==> config.mk <==
export PLATFORM = sky130hd
export DESIGN_NAME = rpm_top
export DESIGN_NICKNAME = d
export VERILOG_FILES = /design/src/verilog/rpm_pkg.sv /design/src/verilog/rpm_hunt.sv /design/src/verilog/rpm_sync.sv /design/src/verilog/rpm_top.sv
export SDC_FILE = /design/constraint.sdc
export NUM_CORES = 1
export LEC_CHECK = 0
export BUFFER_PORTS_ARGS = -buffer_cell sky130_fd_sc_hd__buf_4
export CORE_MARGIN = 5
export CORE_UTILIZATION = 54
export CTS_BUF_LIST = sky130_fd_sc_hd__clkbuf_16
export CTS_CLUSTER_DIAMETER = 50
export DETAILED_ROUTE_END_ITERATION = 7
export PLACE_DENSITY_LB_ADDON = 0.2
export SYNTH_ARGS = -nofsm -noshare
export SYNTH_HDL_FRONTEND = slang
export SYNTH_HIERARCHICAL = 1
export SYNTH_SLANG_ARGS = --single-unit
==> constraint.sdc <==
create_clock -name aclk -period 2.2 [get_ports aclk]
set_input_delay 0.22 -clock aclk [delete_from_list [all_inputs] [get_ports aclk]]
set_output_delay 0.22 -clock aclk [all_outputs]
set_load 0.005 [all_outputs]
==> src/verilog/rpm_pkg.sv <==
// Constants and carrier types for the receive match gate and transmit idle
// fill block. Assumes a 32-bit AXI4-Lite register bus on aclk.
package rpm_pkg;

    // ------------------------------------------------------------------
    // Register offsets (byte addresses)
    // ------------------------------------------------------------------
    localparam logic [7:0] OFS_LINK_CTRL  = 8'h00;
    localparam logic [7:0] OFS_CMP_CTRL   = 8'h04;
    localparam logic [7:0] OFS_CMP_CHAR   = 8'h08;
    localparam logic [7:0] OFS_IDLE_CHAR  = 8'h0C;
    localparam logic [7:0] OFS_IRQ_STAT   = 8'h10;
    localparam logic [7:0] OFS_IRQ_EN     = 8'h14;
    localparam logic [7:0] OFS_IRQ_CLR    = 8'h18;

    // ------------------------------------------------------------------
    // Field positions
    // ------------------------------------------------------------------
    localparam int LC_RX_EN      = 0;
    localparam int LC_HWY_EN     = 1;
    localparam int LC_TX_EN      = 2;
    localparam int CC_MATCH_EN   = 5;
    localparam int CC_ALIGNED    = 4;
    localparam int CC_HIT        = 3;
    localparam int IRQ_HIT       = 0;
    localparam int IRQ_RX_BYTE   = 1;
    localparam int IRQ_TX_IDLE   = 2;
    localparam int IRQ_W         = 3;

    // ------------------------------------------------------------------
    // Reset values and fixed codes
    // ------------------------------------------------------------------
    localparam logic [7:0] RST_CMP_CHAR  = 8'h7E;
    localparam logic [7:0] RST_IDLE_CHAR = 8'hFF;
    localparam logic [7:0] ONES_IDLE     = 8'hFF;
    localparam logic [2:0] OFFSET_NONE   = 3'h7;
    localparam logic [2:0] OFFSET_ZERO   = 3'h0;
    localparam logic [1:0] RESP_OKAY     = 2'h0;
    localparam logic [1:0] RESP_SLVERR   = 2'h2;
    localparam int         SYNC_STAGES   = 3;

    // Configuration carried from the register file to the link logic
    typedef struct packed {
        logic receiver_enable_bit;
        logic tdm_highway_enable;
        logic tx_enable;
        logic match_enable;
        logic octet_aligned_search;
    } rpm_cfg_t;

endpackage

==> src/verilog/rpm_hunt.sv <==
// Sliding receive window and match comparator.
// Assumes shift_en pulses once per received bit; bits arrive LSB first.
`timescale 1ns/1ns
module rpm_hunt #(
    parameter int W = 8
) (
    input  wire logic         aclk,
    input  wire logic         aresetn,
    input  wire logic         restart,
    input  wire logic         shift_en,
    input  wire logic         bit_in,
    input  wire logic [W-1:0] match_char,
    output logic      [W-1:0] win_next,
    output logic              full_next,
    output logic              eq_next
);
    if (W < 2 || W > 15) begin : g_bad_w
        $error("rpm_hunt: W out of range");
    end

    logic [W-1:0] window;
    logic [3:0]   fill;

    always_comb begin
        win_next  = {bit_in, window[W-1:1]};
        full_next = (fill >= 4'(W - 1));
        eq_next   = (win_next == match_char);
    end

    always_ff @(posedge aclk) begin
        if (!aresetn || restart) begin
            window <= '0;
            fill   <= '0;
        end else if (shift_en) begin
            window <= win_next;
            if (fill < 4'(W)) begin
                fill <= fill + 4'h1;
            end
        end
    end
endmodule

==> src/verilog/rpm_sync.sv <==
// Three-stage synchroniser for one level from outside the aclk domain.
// Assumes the source is slow against aclk; a change is passed on only
// once the second and third stages agree.
`timescale 1ns/1ns
module rpm_sync (
    input  wire logic aclk,
    input  wire logic aresetn,
    input  wire logic async_in,
    output logic      sync_out
);
    logic [rpm_pkg::SYNC_STAGES-1:0] stage;

    always_ff @(posedge aclk) begin
        if (!aresetn) begin
            stage    <= '0;
            sync_out <= 1'b0;
        end else begin
            stage <= {stage[rpm_pkg::SYNC_STAGES-2:0], async_in};
            // Stage 0 is read only by stage 1
            if (stage[1] == stage[2]) begin
                sync_out <= stage[2];
            end
        end
    end
endmodule

==> src/verilog/rpm_top.sv <==
// Receive pattern-compare gate and transmit idle-fill selection.
// Assumes serial link signals arrive asynchronously and the receive and
// transmit FIFOs sit on aclk.
// Operation
// - Set hit flag when match character seen; offset field then valid.
// - Compare disabled: hit flag sets on first bit, offset reads 000.
// - Aligned search set: compare only at octet boundaries.
// - Aligned search clear: compare after every bit, sliding window.
// - Compare enabled: nothing enters receive FIFO before the match.
// - Compare disabled: matched byte and all later bytes load directly.
// - Compare enabled, transmit FIFO empty: send programmed idle char.
// - Idle character register resets to FF, fully writable.
// - Compare disabled, transmit FIFO empty: send FF idle.
// - Offset field holds offset minus one; none reads 111.
// - Octet boundary from slot sync in highway mode, else from enable.
//
// Design decisions made here: the AXI4-Lite register port and the register offsets.
`timescale 1ns/1ns
module rpm_top #(
    parameter int DW = 8
) (
    input  wire logic          aclk,
    input  wire logic          aresetn,
    input  wire logic [7:0]    s_axi_awaddr,
    input  wire logic          s_axi_awvalid,
    output logic               s_axi_awready,
    input  wire logic [31:0]   s_axi_wdata,
    input  wire logic [3:0]    s_axi_wstrb,
    input  wire logic          s_axi_wvalid,
    output logic               s_axi_wready,
    output logic [1:0]         s_axi_bresp,
    output logic               s_axi_bvalid,
    input  wire logic          s_axi_bready,
    input  wire logic [7:0]    s_axi_araddr,
    input  wire logic          s_axi_arvalid,
    output logic               s_axi_arready,
    output logic [31:0]        s_axi_rdata,
    output logic [1:0]         s_axi_rresp,
    output logic               s_axi_rvalid,
    input  wire logic          s_axi_rready,
    input  wire logic          link_clk,
    input  wire logic          rx_serial,
    input  wire logic          slot_sync,
    output logic               tx_serial,
    output logic [DW-1:0]      rx_byte,
    output logic               rx_byte_valid,
    input  wire logic [DW-1:0] tx_byte,
    input  wire logic          tx_fifo_empty,
    output logic               tx_byte_take,
    output logic               irq
);
    generate
        if (DW != 8) begin : g_bad_width
            $error("rpm_top supports 8-bit characters only");
        end
    endgenerate

    // ------------------------------------------------------------------
    // Registers and link synchronisers
    // ------------------------------------------------------------------
    rpm_pkg::rpm_cfg_t             cfg;
    logic [DW-1:0]                 cmp_char;
    logic [DW-1:0]                 idle_char;
    logic                          hit;
    logic [2:0]                    offset;
    logic [rpm_pkg::IRQ_W-1:0]     irq_stat;
    logic [rpm_pkg::IRQ_W-1:0]     irq_en;
    logic [rpm_pkg::IRQ_W-1:0]     irq_set;
    logic [rpm_pkg::IRQ_W-1:0]     irq_clr;
    logic                          lclk_s;
    logic                          lclk_d;
    logic                          rx_s;
    logic                          sync_s;
    logic                          sync_d;
    logic                          lrise;
    logic                          lfall;
    logic                          rx_en_d;

    rpm_sync u_sync_clk (.aclk(aclk), .aresetn(aresetn),
                         .async_in(link_clk), .sync_out(lclk_s));
    rpm_sync u_sync_rx  (.aclk(aclk), .aresetn(aresetn),
                         .async_in(rx_serial), .sync_out(rx_s));
    rpm_sync u_sync_fs  (.aclk(aclk), .aresetn(aresetn),
                         .async_in(slot_sync), .sync_out(sync_s));

    assign lrise = lclk_s & ~lclk_d;
    assign lfall = ~lclk_s & lclk_d;

    always_ff @(posedge aclk) begin
        if (!aresetn) begin
            lclk_d  <= 1'b0;
            sync_d  <= 1'b0;
            rx_en_d <= 1'b0;
        end else begin
            lclk_d  <= lclk_s;
            sync_d  <= sync_s;
            rx_en_d <= cfg.receiver_enable_bit;
        end
    end

    // ------------------------------------------------------------------
    // Receive side: octet position, hunt and gate
    // ------------------------------------------------------------------
    logic          rx_restart;
    logic          shift_en;
    logic          sync_pend;
    logic [2:0]    pos;
    logic [2:0]    pos_new;
    logic [2:0]    dcnt;
    logic [DW-1:0] win_next;
    logic          full_next;
    logic          eq_next;
    logic          hit_now;
    logic          emit;

    // Disabling the receiver re-arms the hunt; enabling starts octet count
    assign rx_restart = !cfg.receiver_enable_bit;
    assign shift_en   = lrise && cfg.receiver_enable_bit;

    rpm_hunt #(.W(DW)) u_hunt (
        .aclk       (aclk),
        .aresetn    (aresetn),
        .restart    (rx_restart),
        .shift_en   (shift_en),
        .bit_in     (rx_s),
        .match_char (cmp_char),
        .win_next   (win_next),
        .full_next  (full_next),
        .eq_next    (eq_next)
    );

    always_comb begin
        pos_new = (sync_pend ? 3'h0 : pos) + 3'h1;
        hit_now = 1'b0;
        if (!hit) begin
            if (!cfg.match_enable) begin
                hit_now = 1'b1;
            end else if (full_next && eq_next) begin
                // Aligned search only looks where an octet just closed
                hit_now = !cfg.octet_aligned_search
                          || (pos_new == 3'h0);
            end
        end
        if (cfg.match_enable) begin
            emit = hit_now || (hit && dcnt == 3'h7);
        end else begin
            emit = (hit || hit_now) && full_next
                   && (pos_new == 3'h0);
        end
    end

    always_ff @(posedge aclk) begin
        if (!aresetn || rx_restart) begin
            pos       <= 3'h0;
            sync_pend <= 1'b0;
        end else begin
            if (shift_en) begin
                pos <= pos_new;
            end
            if (sync_s && !sync_d && cfg.tdm_highway_enable) begin
                sync_pend <= 1'b1;
            end else if (shift_en) begin
                sync_pend <= 1'b0;
            end
        end
    end

    always_ff @(posedge aclk) begin
        if (!aresetn || rx_restart) begin
            hit    <= 1'b0;
            offset <= rpm_pkg::OFFSET_NONE;
            dcnt   <= 3'h0;
        end else if (shift_en) begin
            if (hit_now) begin
                hit    <= 1'b1;
                offset <= cfg.match_enable ? pos_new - 3'h1
                                           : rpm_pkg::OFFSET_ZERO;
                dcnt   <= 3'h0;
            end else if (hit) begin
                dcnt <= dcnt + 3'h1;
            end
        end
    end

    always_ff @(posedge aclk) begin
        if (!aresetn) begin
            rx_byte       <= '0;
            rx_byte_valid <= 1'b0;
        end else begin
            rx_byte_valid <= shift_en && emit;
            if (shift_en && emit) begin
                rx_byte <= win_next;
            end
        end
    end

    // ------------------------------------------------------------------
    // Transmit side: serialiser with idle fill
    // ------------------------------------------------------------------
    logic [2:0]    tx_cnt;
    logic [DW-1:0] tx_shift;
    logic [DW-1:0] tx_load;
    logic          tx_idle;

    always_comb begin
        tx_idle = tx_fifo_empty;
        if (!tx_fifo_empty) begin
            tx_load = tx_byte;
        end else if (cfg.match_enable) begin
            tx_load = idle_char;
        end else begin
            tx_load = rpm_pkg::ONES_IDLE;
        end
    end

    always_ff @(posedge aclk) begin
        if (!aresetn) begin
            tx_cnt       <= 3'h0;
            tx_shift     <= '1;
            tx_serial    <= 1'b1;
            tx_byte_take <= 1'b0;
        end else begin
            tx_byte_take <= 1'b0;
            if (!cfg.tx_enable) begin
                // Line rests at mark while the transmitter is off
                tx_cnt    <= 3'h0;
                tx_serial <= 1'b1;
            end else if (lfall) begin
                tx_cnt <= tx_cnt + 3'h1;
                if (tx_cnt == 3'h0) begin
                    tx_serial    <= tx_load[0];
                    tx_shift     <= {1'b1, tx_load[DW-1:1]};
                    tx_byte_take <= !tx_fifo_empty;
                end else begin
                    tx_serial <= tx_shift[0];
                    tx_shift  <= {1'b1, tx_shift[DW-1:1]};
                end
            end
        end
    end

    // ------------------------------------------------------------------
    // Interrupt status
    // ------------------------------------------------------------------
    assign irq_set = {lfall && cfg.tx_enable && tx_cnt == 3'h0 && tx_idle,
                      shift_en && emit,
                      shift_en && hit_now};

    always_ff @(posedge aclk) begin
        if (!aresetn) begin
            irq_stat <= '0;
            irq      <= 1'b0;
        end else begin
            // A new event wins over a clear in the same cycle
            irq_stat <= (irq_stat & ~irq_clr) | irq_set;
            irq      <= |(irq_stat & irq_en);
        end
    end

    // ------------------------------------------------------------------
    // AXI4-Lite slave
    // ------------------------------------------------------------------
    logic        aw_full;
    logic        w_full;
    logic [7:0]  aw_addr;
    logic [31:0] w_data;
    logic        w_lane0;
    logic        do_write;
    logic        next_aw_full;
    logic        next_w_full;
    logic        next_rvalid;
    logic        wr_hit;
    logic [31:0] rd_word;
    logic        rd_hit;

    always_comb begin
        do_write     = aw_full && w_full && !s_axi_bvalid;
        next_aw_full = aw_full ? !do_write : (s_axi_awvalid && s_axi_awready);
        next_w_full  = w_full ? !do_write : (s_axi_wvalid && s_axi_wready);
        next_rvalid  = s_axi_rvalid ? !s_axi_rready
                                    : (s_axi_arvalid && s_axi_arready);
        wr_hit = (aw_addr == rpm_pkg::OFS_LINK_CTRL)
                 || (aw_addr == rpm_pkg::OFS_CMP_CTRL)
                 || (aw_addr == rpm_pkg::OFS_CMP_CHAR)
                 || (aw_addr == rpm_pkg::OFS_IDLE_CHAR)
                 || (aw_addr == rpm_pkg::OFS_IRQ_EN)
                 || (aw_addr == rpm_pkg::OFS_IRQ_CLR);
        rd_word = 32'h0000_0000;
        rd_hit  = 1'b1;
        if (s_axi_araddr == rpm_pkg::OFS_LINK_CTRL) begin
            rd_word[2:0] = {cfg.tx_enable, cfg.tdm_highway_enable,
                            cfg.receiver_enable_bit};
        end else if (s_axi_araddr == rpm_pkg::OFS_CMP_CTRL) begin
            rd_word[5:0] = {cfg.match_enable, cfg.octet_aligned_search,
                            hit, offset};
        end else if (s_axi_araddr == rpm_pkg::OFS_CMP_CHAR) begin
            rd_word[7:0] = cmp_char;
        end else if (s_axi_araddr == rpm_pkg::OFS_IDLE_CHAR) begin
            rd_word[7:0] = idle_char;
        end else if (s_axi_araddr == rpm_pkg::OFS_IRQ_STAT) begin
            rd_word[rpm_pkg::IRQ_W-1:0] = irq_stat;
        end else if (s_axi_araddr == rpm_pkg::OFS_IRQ_EN) begin
            rd_word[rpm_pkg::IRQ_W-1:0] = irq_en;
        end else if (s_axi_araddr == rpm_pkg::OFS_IRQ_CLR) begin
            rd_word = 32'h0000_0000;
        end else begin
            rd_hit = 1'b0;
        end
    end

    always_ff @(posedge aclk) begin
        if (!aresetn) begin
            aw_full       <= 1'b0;
            w_full        <= 1'b0;
            aw_addr       <= 8'h00;
            w_data        <= 32'h0000_0000;
            w_lane0       <= 1'b0;
            s_axi_awready <= 1'b0;
            s_axi_wready  <= 1'b0;
            s_axi_bvalid  <= 1'b0;
            s_axi_bresp   <= rpm_pkg::RESP_OKAY;
        end else begin
            aw_full       <= next_aw_full;
            w_full        <= next_w_full;
            s_axi_awready <= !next_aw_full;
            s_axi_wready  <= !next_w_full;
            if (s_axi_awvalid && s_axi_awready) begin
                aw_addr <= s_axi_awaddr;
            end
            if (s_axi_wvalid && s_axi_wready) begin
                w_data  <= s_axi_wdata;
                w_lane0 <= s_axi_wstrb[0];
            end
            if (do_write) begin
                s_axi_bvalid <= 1'b1;
                s_axi_bresp  <= wr_hit ? rpm_pkg::RESP_OKAY
                                       : rpm_pkg::RESP_SLVERR;
            end else if (s_axi_bready) begin
                s_axi_bvalid <= 1'b0;
            end
        end
    end

    always_ff @(posedge aclk) begin
        if (!aresetn) begin
            cfg       <= '0;
            cmp_char  <= rpm_pkg::RST_CMP_CHAR;
            idle_char <= rpm_pkg::RST_IDLE_CHAR;
            irq_en    <= '0;
            irq_clr   <= '0;
        end else begin
            irq_clr <= '0;
            if (do_write && w_lane0) begin
                if (aw_addr == rpm_pkg::OFS_LINK_CTRL) begin
                    cfg.receiver_enable_bit <= w_data[rpm_pkg::LC_RX_EN];
                    cfg.tdm_highway_enable  <= w_data[rpm_pkg::LC_HWY_EN];
                    cfg.tx_enable           <= w_data[rpm_pkg::LC_TX_EN];
                end else if (aw_addr == rpm_pkg::OFS_CMP_CTRL) begin
                    cfg.match_enable <= w_data[rpm_pkg::CC_MATCH_EN];
                    cfg.octet_aligned_search <= w_data[rpm_pkg::CC_ALIGNED];
                end else if (aw_addr == rpm_pkg::OFS_CMP_CHAR) begin
                    cmp_char <= w_data[DW-1:0];
                end else if (aw_addr == rpm_pkg::OFS_IDLE_CHAR) begin
                    idle_char <= w_data[DW-1:0];
                end else if (aw_addr == rpm_pkg::OFS_IRQ_EN) begin
                    irq_en <= w_data[rpm_pkg::IRQ_W-1:0];
                end else if (aw_addr == rpm_pkg::OFS_IRQ_CLR) begin
                    irq_clr <= w_data[rpm_pkg::IRQ_W-1:0];
                end
            end
        end
    end

    always_ff @(posedge aclk) begin
        if (!aresetn) begin
            s_axi_arready <= 1'b0;
            s_axi_rvalid  <= 1'b0;
            s_axi_rdata   <= 32'h0000_0000;
            s_axi_rresp   <= rpm_pkg::RESP_OKAY;
        end else begin
            s_axi_rvalid  <= next_rvalid;
            s_axi_arready <= !next_rvalid;
            if (s_axi_arvalid && s_axi_arready) begin
                s_axi_rdata <= rd_word;
                s_axi_rresp <= rd_hit ? rpm_pkg::RESP_OKAY
                                      : rpm_pkg::RESP_SLVERR;
            end
        end
    end
endmodule
==> flow_metrics.tcl <==
set metrics [dict create \
    placed_area_um2 5860 \
    p_leak_nw 2.59 \
    gp_congestion 0.880 \
    dr.first_iter.drc_count 202 \
    synthArstFlopShare 0 \
    clock_skew_ns 0.00869 \
    final_cell_mix "dfxtp_1 (122), nand2_1 (79), buf_4 (78)" \
    rsz0062_at_grt "false" \
    cts_buffers 17 \
    cts_setup_buffers 0 \
    instances_no_fill 819 \
    die_w_um 110 \
    cp_max_fo 8 \
    cts_num_sinks 122 \
    hold_viol_final 0 \
    outcome "finished, final reports clean" \
    fill_cells 806 \
    crit_required_ns 2.53 \
    timing.final.crit_period_ns 2.05 \
    wl_per_cell_um 14.6 \
    period_share 0.930 \
    num_io_pins 124 \
    multi_input_area_um2 2590 \
    fin_nets 751 \
    first_pass_iters 4 \
    ys_seq_elements 122 \
    setup_tns_ns 0 \
    worst-slew-pin-transition_ns 0.578 \
    drt-vias-per-instance 5.21 \
    min-delay-path-class "input port to flip-flop" \
    grt.overflow.total 0 \
    synth-edff-count 0 \
    path_buf_inv 1 \
    dp_slack_ns 0.182 \
    routed_wl_mm 11.9 \
    fin_ws_ns 0.153 \
    grtUsageTotal 0.207 \
    ctsLongestPathBuffers 2 \
    start_util 0.550 \
    core_um2 9730 \
    holdWs_ns 0.0184 \
    syn-cell-area_um2 5360 \
    std_cell_rows 36 \
    crit_type "flip-flop to flip-flop" \
    report.final.slew_viol_count 0 \
    antenna_found_initial 0 \
    critPathCaptureType "flip-flop" \
    hpwl_mm 8.43 \
    max_clock_freq_mhz 489 \
    grt_pass1_wl_mm 19.3 \
    drc 0 \
    yosysUniqueCellTypes 55 \
    htree_levels 4 \
    place_inst 787 \
    critPathLaunchType "flip-flop" \
    power.density_nw_per_um2 831 \
    clkTransAtPathRegs_ns 0.06 \
    seqCellArea_um2 2440 \
    slowest_delay_ns 0.40 \
    critPathArrivalTime_ns 2.38 \
    cts_tree "yes" \
    syn_to_final_growth_pct 20.9 \
    postRouteAntennaNets 0 \
    yosysWarnings 6 \
    final_common_cell "dfxtp_1" \
    avgSynthCellArea_um2 8.78 \
    vdd_drop_max_uv 488 \
    grt_max_degree 52 \
    cap_violations 0 \
    die_h_um 110 \
    diodes 0 \
    fin_area_um2 6470 \
    slew_headroom 0.610 \
    ctsRootBufferMaster "clkbuf_16" \
    yosysSeqAreaShare 0.456 \
    die_area_um2 12000 \
    crit_family "simple AND/OR/NAND/NOR gates" \
    crit_slowest_cell "dfxtp_1" \
    routed-via-count 4269 \
    setup_viol 0 \
    port_buffers 70 \
    synth_flop_cell "dfxtp_1" \
    insertion_delay_ns 0.41 \
    synth_cells 610 \
    grt_pass1_vias 4023 \
    drive_gt1_frac 0.185 \
    path_cells "xnor2_1 -> nand4_1 -> nor2_1 -> nand2_1 -> o211a_1 -> nor4_2 -> buf_4 -> mux2i_1" \
]
## repair_timing
item / in CTS / in global routing
gates resized for setup: 0 / 1
hold buffers: 0 / 0
endpoints found under the setup margin: 0 / 3
endpoints found under the hold margin: 0 / 0
## per-stage QoR
step | utilization | power [mW]
after floorplan | - | 2.50
after global placement | 0.603 | 2.57
after detailed placement | 0.603 | 2.58
after CTS | 0.665 | 5.40
after global routing | 0.665 | 5.56
final | 0.665 | 5.38
## routing by layer
| metal | track usage | vias to the layer above | wire (um) |
|---|---|---|---|
| li1 | - | 2159 | - |
| met1 | 0.272 | 1992 | 5500 |
| met2 | 0.336 | 105 | 5720 |
| met3 | 0.0499 | 13 | 571 |
| met4 | 0.0641 | 0 | 147 |
| met5 | 0 | - | 0 |
## registers in the layout (all words and copies together) (netlist names), 4 cells and up
name	cells
u_hunt/window	7
tx_shift	7
cmp_char	8
cfg	5
aw_addr	8
w_data	8
s_axi_rdata	8
idle_char	8
u_hunt/fill	4
rx_byte	8
## kinds of logic (layout without fill, tap and decap cells)
logic type               count (synthesis)  count (layout)  synth area share
AO/OA/AOI/OAI                           98              98             0.110
adder cells (fa/ha/maj)                  7               7            0.0164
multiplexers                            47              47            0.0886
other                                    1              26          0.000700
XOR/XNOR                                13              13            0.0213
AND/OR/NAND/NOR                        247             247             0.228
flip-flops                             122             122             0.456
buffers and inverters                   75             126            0.0785
## worst reg2reg max path, stage by stage (launching register included)
cell and delay (ns):
dfxtp_1 0.40, xnor2_1 0.14, nand4_1 0.11, nor2_1 0.17, nand2_1 0.11, o211a_1 0.29
nor4_2 0.30, buf_4 0.25, mux2i_1 0.21
## area by class of cell
cell class,instances,area share
Tap cell,133,0.0257
Timing Repair Buffer,79,0.0935
Inverter,15,0.00870
Multi-Input combinational cell,438,0.401
Sequential cell,122,0.377
Clock buffer,17,0.0657
Clock inverter,15,0.0282
## path summary, 6_finish.rpt
kind	cells after the start	to	slack, ns	from
worst max register to register	8	rx_byte[3]	0.15	cmp_char[2]
worst min-delay path	2	u_sync_fs/stage[0]	0.02	slot_sync
worst max-delay path	8	rx_byte[3]	0.15	cmp_char[2]
worst min register to register	1	u_sync_clk/stage[1]	0.42	u_sync_clk/stage[0]
## cell usage after synthesis, types with 4 or more instances
cell / number / share of area
dfxtp_1: 122 / 0.46
nand2_1: 79 / 0.055
nor2_1: 66 / 0.046
a21oi_1: 51 / 0.048
mux2i_1: 44 / 0.082
buf_4: 28 / 0.039
clkbuf_1: 23 / 0.016
nand3_1: 19 / 0.018
nor3_1: 16 / 0.015
and2_1: 15 / 0.018
inv_1: 14 / 0.0098
o21ai_0: 12 / 0.011
nor2b_1: 11 / 0.013
xnor2_1: 11 / 0.018
nand4_1: 8 / 0.0093
a311oi_1: 7 / 0.011
ha_1: 7 / 0.016
nand2b_1: 6 / 0.0070
buf_6: 4 / 0.0084
## report_power, final
group          switching [mW]  internal [mW]  total (mW)  leakage [nW]
Combinational           0.139          0.116       0.254          1.31
Sequential             0.0325           2.25        2.28         0.988
Clock                   0.977           1.87        2.85         0.293
Total                    1.15           4.23        5.38          2.59
Power figures use the tool's default switching activity.
